===== src/stc_pkg.sv =====
// Package for the 16-bit timer/counter: register map, fields, reset values
package stc_pkg;

  // ***************************************************************
  // Register map (byte-wide registers on the plain port)
  // ***************************************************************
  localparam logic [2:0] ADDR_CONTROL    = 3'h0;
  localparam logic [2:0] ADDR_COUNT_LOW  = 3'h1;
  localparam logic [2:0] ADDR_COUNT_HIGH = 3'h2;
  localparam logic [2:0] ADDR_FLAGS      = 3'h3;
  localparam logic [2:0] ADDR_IRQ_ENABLE = 3'h4;

  // ***************************************************************
  // Field layout and reset values
  // ***************************************************************
  typedef struct packed {
    logic       wide_access_mode;
    logic       sysclk_from_crystal;
    logic [1:0] input_divide_sel;
    logic       crystal_osc_enable;
    logic       sync_bypass;
    logic       source_select;
    logic       count_run;
  } stc_ctrl_s;

  localparam stc_ctrl_s CTRL_RESET     = 8'h00;
  localparam logic [7:0] BYTE_ZERO     = 8'h00;
  localparam logic [15:0] COUNT_RESET  = 16'h0000;
  localparam logic [15:0] COUNT_TOP    = 16'hFFFF;
  localparam int          OVF_BIT      = 0;
  localparam int          IRQ_EN_BIT   = 0;

  // ***************************************************************
  // Timing: the instruction cycle is four oscillator clocks
  // ***************************************************************
  localparam int         SYS_CLK_HZ   = 40000000;
  localparam int         INSTR_DIV    = 4;
  localparam logic [1:0] INSTR_LAST   = 2'(INSTR_DIV - 1);
  localparam logic [1:0] PHASE_RESET  = 2'h0;
  localparam logic [2:0] PRESC_RESET  = 3'h0;
  localparam logic [1:0] PINS_INPUT   = 2'h3;
  localparam logic [1:0] PINS_ZERO    = 2'h0;

endpackage : stc_pkg


===== src/stc_timer.sv =====
// 16-bit timer/counter with prescaler, buffered access and overflow flag
`timescale 1ns/1ps

module stc_timer (
  input  wire logic       SYS_CLK_IN,
  input  wire logic       RESET_IN,
  input  wire logic [2:0] ADDR_IN,
  input  wire logic [7:0] WDATA_IN,
  input  wire logic       WR_IN,
  input  wire logic       RD_IN,
  output logic      [7:0] RDATA_OUT,
  input  wire logic       EXT_CLK_IN,
  input  wire logic       CRYSTAL_CLK_IN,
  output logic            CRYSTAL_OSC_EN_OUT,
  input  wire logic       SYSCLK_FROM_CRYSTAL_IN,
  input  wire logic       COMPARE_TRIG_IN,
  input  wire logic [1:0] PORT_DIR_IN,
  input  wire logic [1:0] PIN_DATA_IN,
  output logic      [1:0] PIN_DIR_OUT,
  output logic      [1:0] PORT_READ_OUT,
  output logic            IRQ_OUT
);

  // ***************************************************************
  // Functions
  // ***************************************************************
  // Last prescaler count before a counter step for each divide code
  function automatic logic [2:0] presc_last(input logic [1:0] sel);
    logic [2:0] r;
    r = 3'h0;
    unique case (sel)
      2'h0: r = 3'h0;
      2'h1: r = 3'h1;
      2'h2: r = 3'h3;
      2'h3: r = 3'h7;
    endcase
    return r;
  endfunction : presc_last

  // ***************************************************************
  // State
  // ***************************************************************
  stc_pkg::stc_ctrl_s ctrl_reg;
  logic [15:0]        count_reg;
  logic [15:0]        count_next;
  logic [7:0]         hbuf_reg;
  logic [7:0]         hbuf_next;
  logic [2:0]         presc_reg;
  logic [2:0]         presc_next;
  logic [1:0]         phase_reg;
  logic               ovf_reg;
  logic               irq_en_reg;
  logic [7:0]         rdata_reg;
  logic [7:0]         rdata_next;
  logic               ext_s1_reg;
  logic               ext_s2_reg;
  logic               xtal_s1_reg;
  logic               xtal_s2_reg;
  logic               ext_prev_reg;
  logic               pend_reg;
  logic               pend_next;

  // ***************************************************************
  // Decode
  // ***************************************************************
  wire wr_ctrl  = WR_IN && (ADDR_IN == stc_pkg::ADDR_CONTROL);
  wire wr_low   = WR_IN && (ADDR_IN == stc_pkg::ADDR_COUNT_LOW);
  wire wr_high  = WR_IN && (ADDR_IN == stc_pkg::ADDR_COUNT_HIGH);
  wire wr_flags = WR_IN && (ADDR_IN == stc_pkg::ADDR_FLAGS);
  wire wr_irqen = WR_IN && (ADDR_IN == stc_pkg::ADDR_IRQ_ENABLE);
  wire rd_low   = RD_IN && (ADDR_IN == stc_pkg::ADDR_COUNT_LOW);
  wire wide     = ctrl_reg.wide_access_mode;

  // ***************************************************************
  // Count source selection
  // ***************************************************************
  // Crystal replaces the pin as external source when it is enabled
  // Each pin has its own synchroniser, so the mux only sees clean levels
  wire ext_sel    = ctrl_reg.crystal_osc_enable ? xtal_s2_reg
                                                : ext_s2_reg;
  wire instr_tick = (phase_reg == stc_pkg::INSTR_LAST);
  wire ext_rise   = ext_sel && !ext_prev_reg;
  wire sync_mode  = ctrl_reg.source_select && !ctrl_reg.sync_bypass;
  wire async_mode = ctrl_reg.source_select && ctrl_reg.sync_bypass;
  // Asynchronous mode counts on the edge itself, without waiting for
  // the instruction cycle, so it is quicker but the trigger is blocked
  wire ext_pulse  = ctrl_reg.sync_bypass ? ext_rise
                  : (instr_tick && (pend_reg || ext_rise));
  wire src_pulse  = ctrl_reg.source_select ? ext_pulse
                                           : instr_tick;
  wire step_ok    = ctrl_reg.count_run && src_pulse;
  wire presc_hit  = (presc_reg == presc_last(ctrl_reg.input_divide_sel));
  wire count_inc  = step_ok && presc_hit;
  wire wrap       = count_inc && (count_reg == stc_pkg::COUNT_TOP);
  wire trig_rst   = COMPARE_TRIG_IN && !async_mode;

  assign pend_next = sync_mode && !instr_tick && (pend_reg || ext_rise);

  // ***************************************************************
  // Prescaler and counter next values
  // ***************************************************************
  assign presc_next = wr_low    ? stc_pkg::PRESC_RESET
                    : !step_ok  ? presc_reg
                    : presc_hit ? stc_pkg::PRESC_RESET
                    : 3'(presc_reg + 3'h1);

  // Writes beat the trigger, which beats counting
  assign count_next =
      (wr_low && wide)  ? {hbuf_reg, WDATA_IN}
    : wr_low            ? {count_reg[15:8], WDATA_IN}
    : (wr_high && !wide) ? {WDATA_IN, count_reg[7:0]}
    : trig_rst          ? stc_pkg::COUNT_RESET
    : count_inc         ? 16'(count_reg + 16'h0001)
    : count_reg;

  assign hbuf_next = (wr_high && wide) ? WDATA_IN
                   : (rd_low && wide)  ? count_reg[15:8]
                   : hbuf_reg;

  // ***************************************************************
  // Read data, one cycle after the read strobe
  // ***************************************************************
  wire [7:0] ctrl_view = {ctrl_reg.wide_access_mode,
                          SYSCLK_FROM_CRYSTAL_IN,
                          ctrl_reg[5:0]};
  wire [7:0] high_view = wide ? hbuf_reg : count_reg[15:8];
  wire [7:0] rd_mux =
      (ADDR_IN == stc_pkg::ADDR_CONTROL)    ? ctrl_view
    : (ADDR_IN == stc_pkg::ADDR_COUNT_LOW)  ? count_reg[7:0]
    : (ADDR_IN == stc_pkg::ADDR_COUNT_HIGH) ? high_view
    : (ADDR_IN == stc_pkg::ADDR_FLAGS)      ? {7'h00, ovf_reg}
    : (ADDR_IN == stc_pkg::ADDR_IRQ_ENABLE) ? {7'h00, irq_en_reg}
    : stc_pkg::BYTE_ZERO;
  assign rdata_next = RD_IN ? rd_mux : stc_pkg::BYTE_ZERO;

  // ***************************************************************
  // Registers
  // ***************************************************************
  always_ff @(posedge SYS_CLK_IN or posedge RESET_IN) begin
    if (RESET_IN) begin
      ctrl_reg <= stc_pkg::CTRL_RESET;
    end else if (wr_ctrl) begin
      // Status bit is read-only and never stored
      ctrl_reg <= WDATA_IN & 8'hBF;
    end
  end

  always_ff @(posedge SYS_CLK_IN or posedge RESET_IN) begin
    if (RESET_IN) begin
      count_reg <= stc_pkg::COUNT_RESET;
      hbuf_reg  <= stc_pkg::BYTE_ZERO;
      presc_reg <= stc_pkg::PRESC_RESET;
      rdata_reg <= stc_pkg::BYTE_ZERO;
    end else begin
      count_reg <= count_next;
      hbuf_reg  <= hbuf_next;
      presc_reg <= presc_next;
      rdata_reg <= rdata_next;
    end
  end

  // Set beats a same-cycle clear so no wrap is lost
  always_ff @(posedge SYS_CLK_IN or posedge RESET_IN) begin
    if (RESET_IN) begin
      ovf_reg    <= 1'b0;
      irq_en_reg <= 1'b0;
    end else begin
      ovf_reg    <= wrap || (wr_flags ? WDATA_IN[stc_pkg::OVF_BIT]
                                      : ovf_reg);
      irq_en_reg <= wr_irqen ? WDATA_IN[stc_pkg::IRQ_EN_BIT] : irq_en_reg;
    end
  end

  // Synchronisers: only the second flop of each chain reads the first
  always_ff @(posedge SYS_CLK_IN or posedge RESET_IN) begin
    if (RESET_IN) begin
      ext_s1_reg   <= 1'b0;
      ext_s2_reg   <= 1'b0;
      xtal_s1_reg  <= 1'b0;
      xtal_s2_reg  <= 1'b0;
      ext_prev_reg <= 1'b0;
      pend_reg     <= 1'b0;
      phase_reg    <= stc_pkg::PHASE_RESET;
    end else begin
      ext_s1_reg   <= EXT_CLK_IN;
      ext_s2_reg   <= ext_s1_reg;
      xtal_s1_reg  <= CRYSTAL_CLK_IN;
      xtal_s2_reg  <= xtal_s1_reg;
      ext_prev_reg <= ext_sel;
      pend_reg     <= pend_next;
      phase_reg    <= 2'(phase_reg + 2'h1);
    end
  end

  // ***************************************************************
  // Outputs
  // ***************************************************************
  assign RDATA_OUT = rdata_reg;
  // No power-mode input gates this: the crystal runs through sleep
  assign CRYSTAL_OSC_EN_OUT = ctrl_reg.crystal_osc_enable;
  assign PIN_DIR_OUT   = ctrl_reg.count_run ? stc_pkg::PINS_INPUT
                                            : PORT_DIR_IN;
  assign PORT_READ_OUT = ctrl_reg.count_run ? stc_pkg::PINS_ZERO
                                            : PIN_DATA_IN;
  assign IRQ_OUT = ovf_reg && irq_en_reg;
endmodule : stc_timer


===== config.mk =====
export PLATFORM = sky130hd
export DESIGN_NAME = stc_timer
export DESIGN_NICKNAME = d
export VERILOG_FILES = /design/src/stc_pkg.sv /design/src/stc_timer.sv
export SDC_FILE = /design/constraint.sdc
export NUM_CORES = 1
export LEC_CHECK = 0
export ABC_AREA = 1
export BUFFER_PORTS_ARGS = -buffer_cell sky130_fd_sc_hd__clkbuf_2
export CAP_MARGIN = 0
export CORE_MARGIN = 2
export CORE_UTILIZATION = 53
export CTS_CLUSTER_DIAMETER = 60
export DETAILED_ROUTE_END_ITERATION = 10
export PLACE_DENSITY_LB_ADDON = 0.2
export SYNTH_ARGS = -nofsm -noshare
export SYNTH_HDL_FRONTEND = slang
export SYNTH_SLANG_ARGS = --single-unit

===== constraint.sdc =====
create_clock -name SYS_CLK_IN -period 1.4 [get_ports SYS_CLK_IN]
set_input_delay 0.07 -clock SYS_CLK_IN [delete_from_list [all_inputs] [get_ports SYS_CLK_IN]]
set_output_delay 0.07 -clock SYS_CLK_IN [all_outputs]
set_load 0.01 [all_outputs]

Yosys cells after proc, flatten, opt, wreduce, memory -nomap -nowiden:

Index checks and enable logic that the tools add are counted.

* flip-flop bits (word level): 52

* add/subtract/negate cells: 3
* eq/ne operators: 12
* multiplexer cells: 24
* reduce and logical (&&, ||, !) cells: 36

Operators by type and width (count)
* $mux 16: 5
* $mux 8: 7
* $logic_and 1x1->1: 21
* $add 16x1->16 const B: 1
* $eq 16x16->1 const B: 1
* $pmux 3 s4: 1
* $mux 3: 3
* $reduce_bool 4->1: 2
* $eq 2x2->1 const B: 3
* $eq 3x2->1 const B: 2
* $mux 1: 6
* $logic_not 1->1: 5
* $mux 2: 2
* $reduce_and 2->1: 2
* $reduce_bool 2->1: 2
* $add 3x1->3 const B: 1
* $eq 3x1->1 const B: 1
* $eq 3x3->1: 1
* $eq 3x3->1 const B: 1
* $logic_not 3->1: 1
* $ne 3x3->1 const B: 1
* $add 2x1->2 const B: 1
* $eq 2x1->1 const B: 1
* $logic_not 2->1: 1
* 2 further kinds: 3

Depth between registers and ports, before layout:

* word-level depth: 13
* depth in mapped cells: 11
* gate-level depth less buffers: 11

Least setup slack after synthesis:

No wires, ideal clock.

* path type: register to register
* from: reg count_reg[0]
* to: reg count_reg[12]
* library setup time: 0.117 ns
* data arrival time: 1.257 ns
* slack: 0.026 ns
* stages on the path, launching flop included: 11
* buffers on the path: 0
* cell sequence: dfrtp_1 ha_1 nand3_1 inv_1 nand2_1 nor2_1 nand3b_1 nand2_1 nand2_1 nand3_1 nand2_1

* word-level cells in the longest chain between the ends: 6

Ends and longest elaborated chain
* start: declaration: RTL line stc_timer.sv:44 `logic [15:0] count_reg;`
* start signal: assignment: RTL line stc_timer.sv:150 `count_reg <= stc_pkg::COUNT_RESET;`
* start signal: assignment: RTL line stc_timer.sv:155 `count_reg <= count_next;`
* $add 16x1->16: RTL line stc_timer.sv:113 `: count_inc ? 16'(count_reg + 16'h0001)`
* $mux 16: RTL line stc_timer.sv:113
* $mux 16: RTL line stc_timer.sv:112 `: trig_rst ? stc_pkg::COUNT_RESET`
* $mux 16: RTL line stc_timer.sv:111 `: (wr_high && !wide) ? {WDATA_IN, count_reg[7:0]}`
* $mux 16: RTL line stc_timer.sv:110 `: wr_low ? {count_reg[15:8], WDATA_IN}`
* $mux 16: RTL line stc_timer.sv:109 `(wr_low && wide) ? {hbuf_reg, WDATA_IN}`

No other way between the ends. The select of a mux whose other input is x is not followed.
A chain may end at the register's enable or synchronous reset.

Worst setup path in the final report:

* from: reg ctrl_reg[2] (netlist bit)
* to: reg count_reg[2]

* word-level cells in the longest chain between the ends: 7

Ends and longest elaborated chain
* start: declaration: RTL line stc_timer.sv:43 `stc_pkg::stc_ctrl_s ctrl_reg;`
* start signal: assignment: RTL line stc_timer.sv:141 `ctrl_reg <= stc_pkg::CTRL_RESET;`
* start signal: assignment: RTL line stc_timer.sv:144 `ctrl_reg <= WDATA_IN & 8'hBF;`
* $logic_and 1x1->1: RTL line stc_timer.sv:84 `wire async_mode = ctrl_reg.source_select && ctrl_reg.sync_bypass;`
* $logic_not 1->1: RTL line stc_timer.sv:95 `wire trig_rst = COMPARE_TRIG_IN && !async_mode;`
* $logic_and 1x1->1: RTL line stc_timer.sv:95
* $mux 16: RTL line stc_timer.sv:112
* $mux 16: RTL line stc_timer.sv:111
* $mux 16: RTL line stc_timer.sv:110
* $mux 16: RTL line stc_timer.sv:109

Several ways; a longest one is shown, not always the timed one. The select of a mux whose other input is x is not followed.

==> results.cfg <==
[sta]
hold_viol = 0
period_share = 1.10
report.final.slew_viol_count = 0
slew_headroom = 0.760
worst_slew_pin_slew_ns = 0.356
post-route-min-period_ns = 1.54
setup_slack_ns = -0.138
finalSetupViolCount = 18
fmax_mhz = 650
rsz0062_at_grt = yes
skew_ns = 0.0100

[placement]
port_buffers = 36
pre_cts_ws_ns = -0.164
place.gp.congestion = 0.911
dpl.hpwl_um = 6740

[status]
violations = negative setup slack
status = finished with violations

[logic_synthesis]
synth_cell_types = 40
yosys-top-cells-area = dfrtp_1 41%, nand2_1 17%, inv_1 6.3%
synth-seq-cells = 52
async_flop_share = 1.00
synth-edff-count = 0
synthesis.nets = 457
syn_area_um2 = 3160
yosysTopAreaCell = dfrtp_1
ys.flop_type = dfrtp_1
syn_inst = 431
yosysSeqAreaShare = 0.412
yosysWarningCount = 0
avgSynthCellArea_um2 = 7.32
yosysTopAreaCellShare = 0.412

[setup_path]
path_common_cell = nand2_1
cp_top_family = simple AND/OR/NAND/NOR gates
critPathCaptureType = flop
slowest_stage = dfrtp_1
crit_path_max_fanout = 7
arrival_ns = 1.80
crit_buf_inv = 1
worstPathRequired_ns = 1.67
worstSetupPathType = flop to flop
cp_cell_sequence = nand2_1, nand2_1, nand2_2, nor2_8, buf_12, nand2_1, o21ai_0, nand3_2, nand2_1
start_kind = flop
critPathMaxStageDelay_ns = 0.40

[grt]
grt_pass1_wl_um = 15000
grt_pass1_vias = 3092
track_usage = 0.306
grt_max_degree = 53
antenna_found_initial = 0
grt-ovfl-total = 0

[clocking]
cts_buffers = 5
clkLatencyLatePin_ns = 0.32
cts.root.buffer_cell = clkbuf_8
clkSlewWorstSetupHoldPaths_ns = 0.10
cts_tree = yes
h-tree-depth = 2
clockBufferDepth = 2
cts_sinks = 52

[routing]
vias = 3327
route.detailed.drc = 0
route.final.wire_length_um = 9700
wl_per_cell_um = 16.0
antenna_left = 0
first_pass_iters = 5
drtIter0Drc = 291
viasPerCell = 5.49

[finish]
antenna_cells = 0
area_growth_pct = 34.9
largest_register_ffs = 16
layout_commonest_cell = nand2_1
nets = 556
drive_above_1_share = 0.354
post-route-util = 0.728
most-common-layout-cells = 127 x nand2_1, 53 x buf_4, 49 x dfrtp_1

[pwr]
power_per_cell_area_nw_per_um2 = 1100
p_leak_nw = 2.18
ir_drop_mv = 0.801

[die]
rows = 28
io_pins = 37
core_um2 = 5850
fp.dieH_um = 81.2
start_util = 0.540
fp.dieArea_um2 = 6590
die_w_um = 81.2

[run]
cap_violations = 0

[worst_hold_path]
hold_class = input pin to flop
worst min-delay path: stages:
cell and delay [ns]:
clkbuf_2 0.13, o21ai_0 0.09, a211oi_1 0.06
cell type report:
class / count / area [µm²]
multi-input cells: 312 / 1800
fillers: 439 / 1590
flip-flops and latches: 52 / 1310
repair buffers: 99 / 712
inverters: 60 / 234
well taps: 75 / 93.8
clock buffers: 6 / 72.6
clock inverters: 2 / 38.8
per-layer routing:
layer / track usage / up-vias / wire, µm
met3: 0.0489 / 31 / 606
met1: 0.396 / 1565 / 4070
met4: 0.147 / 0 / 384
li1: - / 1583 / -
met2: 0.502 / 148 / 4640
met5: 0 / - / 0
what timing repair did:
item | 4_1_cts | 5_1_grt
gates resized for setup | 43 | 34
pin swaps | 15 | 12
hold buffers | 4 | 0
setup buffers | 8 | 8
setup endpoints to repair | 19 | 28
hold endpoints to repair | 55 | 0
cell families after synthesis:
kind of cell,after synthesis,share of synthesized area
flops,52,0.412
xor+xnor,5,0.0139
mux,1,0.00317
simple gates,244,0.359
compound gates,59,0.111
buf+inv,67,0.0892
fa+ha+maj,3,0.0119
path summary, 6_finish.rpt:
path	start	to	slack, ns	depth (start not counted)
worst max-delay path	ctrl_reg[2]$_DFFE_PP0P_	count_reg[2]$_DFFE_PP0P_	-0.14	9
worst min-delay path	RD_IN	RDATA_OUT[7]$_DFF_PP0_	0.06	3
worst max register to register	ctrl_reg[2]$_DFFE_PP0P_	count_reg[2]$_DFFE_PP0P_	-0.14	9
worst min register to register	xtal_s1_reg$_DFF_PP0_	xtal_s2_reg$_DFF_PP0_	0.35	0
max in group asynchronous	RESET_IN	count_reg[3]$_DFFE_PP0P_	0.82	4
min in group asynchronous	RESET_IN	xtal_s2_reg$_DFF_PP0_	0.33	4
report_power, final:
| part | internal, W | switching (W) | leakage, nW |
|---|---|---|---|
| clock network | 0.000541 | 0.000546 | 0.0558 |
| logic | 0.000705 | 0.000929 | 1.46 |
| registers | 0.00174 | 0.000229 | 0.662 |
| total | 0.00299 | 0.00170 | 2.18 |
cells in the mapped netlist (all sizes together), types with 2 or more instances:
library cell / instances
a31oi: 3
ha: 3
inv: 59
nand3: 39
or2: 2
nor2: 41
o221ai: 5
a21oi: 12
xor2: 5
nand4: 5
nand2: 154
buf: 6
o22ai: 4
a221oi: 3
o21ai: 30
dfrtp: 52
through the flow:
step | cells | power (W) | instance area [µm²] | hold slack (ns) | setup TNS [ns]
after floorplan | 431 | 0.00271 | 3160 | 0.101 | 0
after global placement | 578 | 0.00322 | 3740 | 0.122 | -1.47
after detailed placement | 578 | 0.00327 | 3740 | 0.124 | -2.45
after CTS | 598 | 0.00452 | 4090 | 0.0532 | -0.922
after global routing | 606 | 0.00496 | 4260 | 0.0843 | -3.33
final | 606 | 0.00469 | 4260 | 0.0642 | -1.49
No activity file was read; power rests on OpenSTA's default activity.
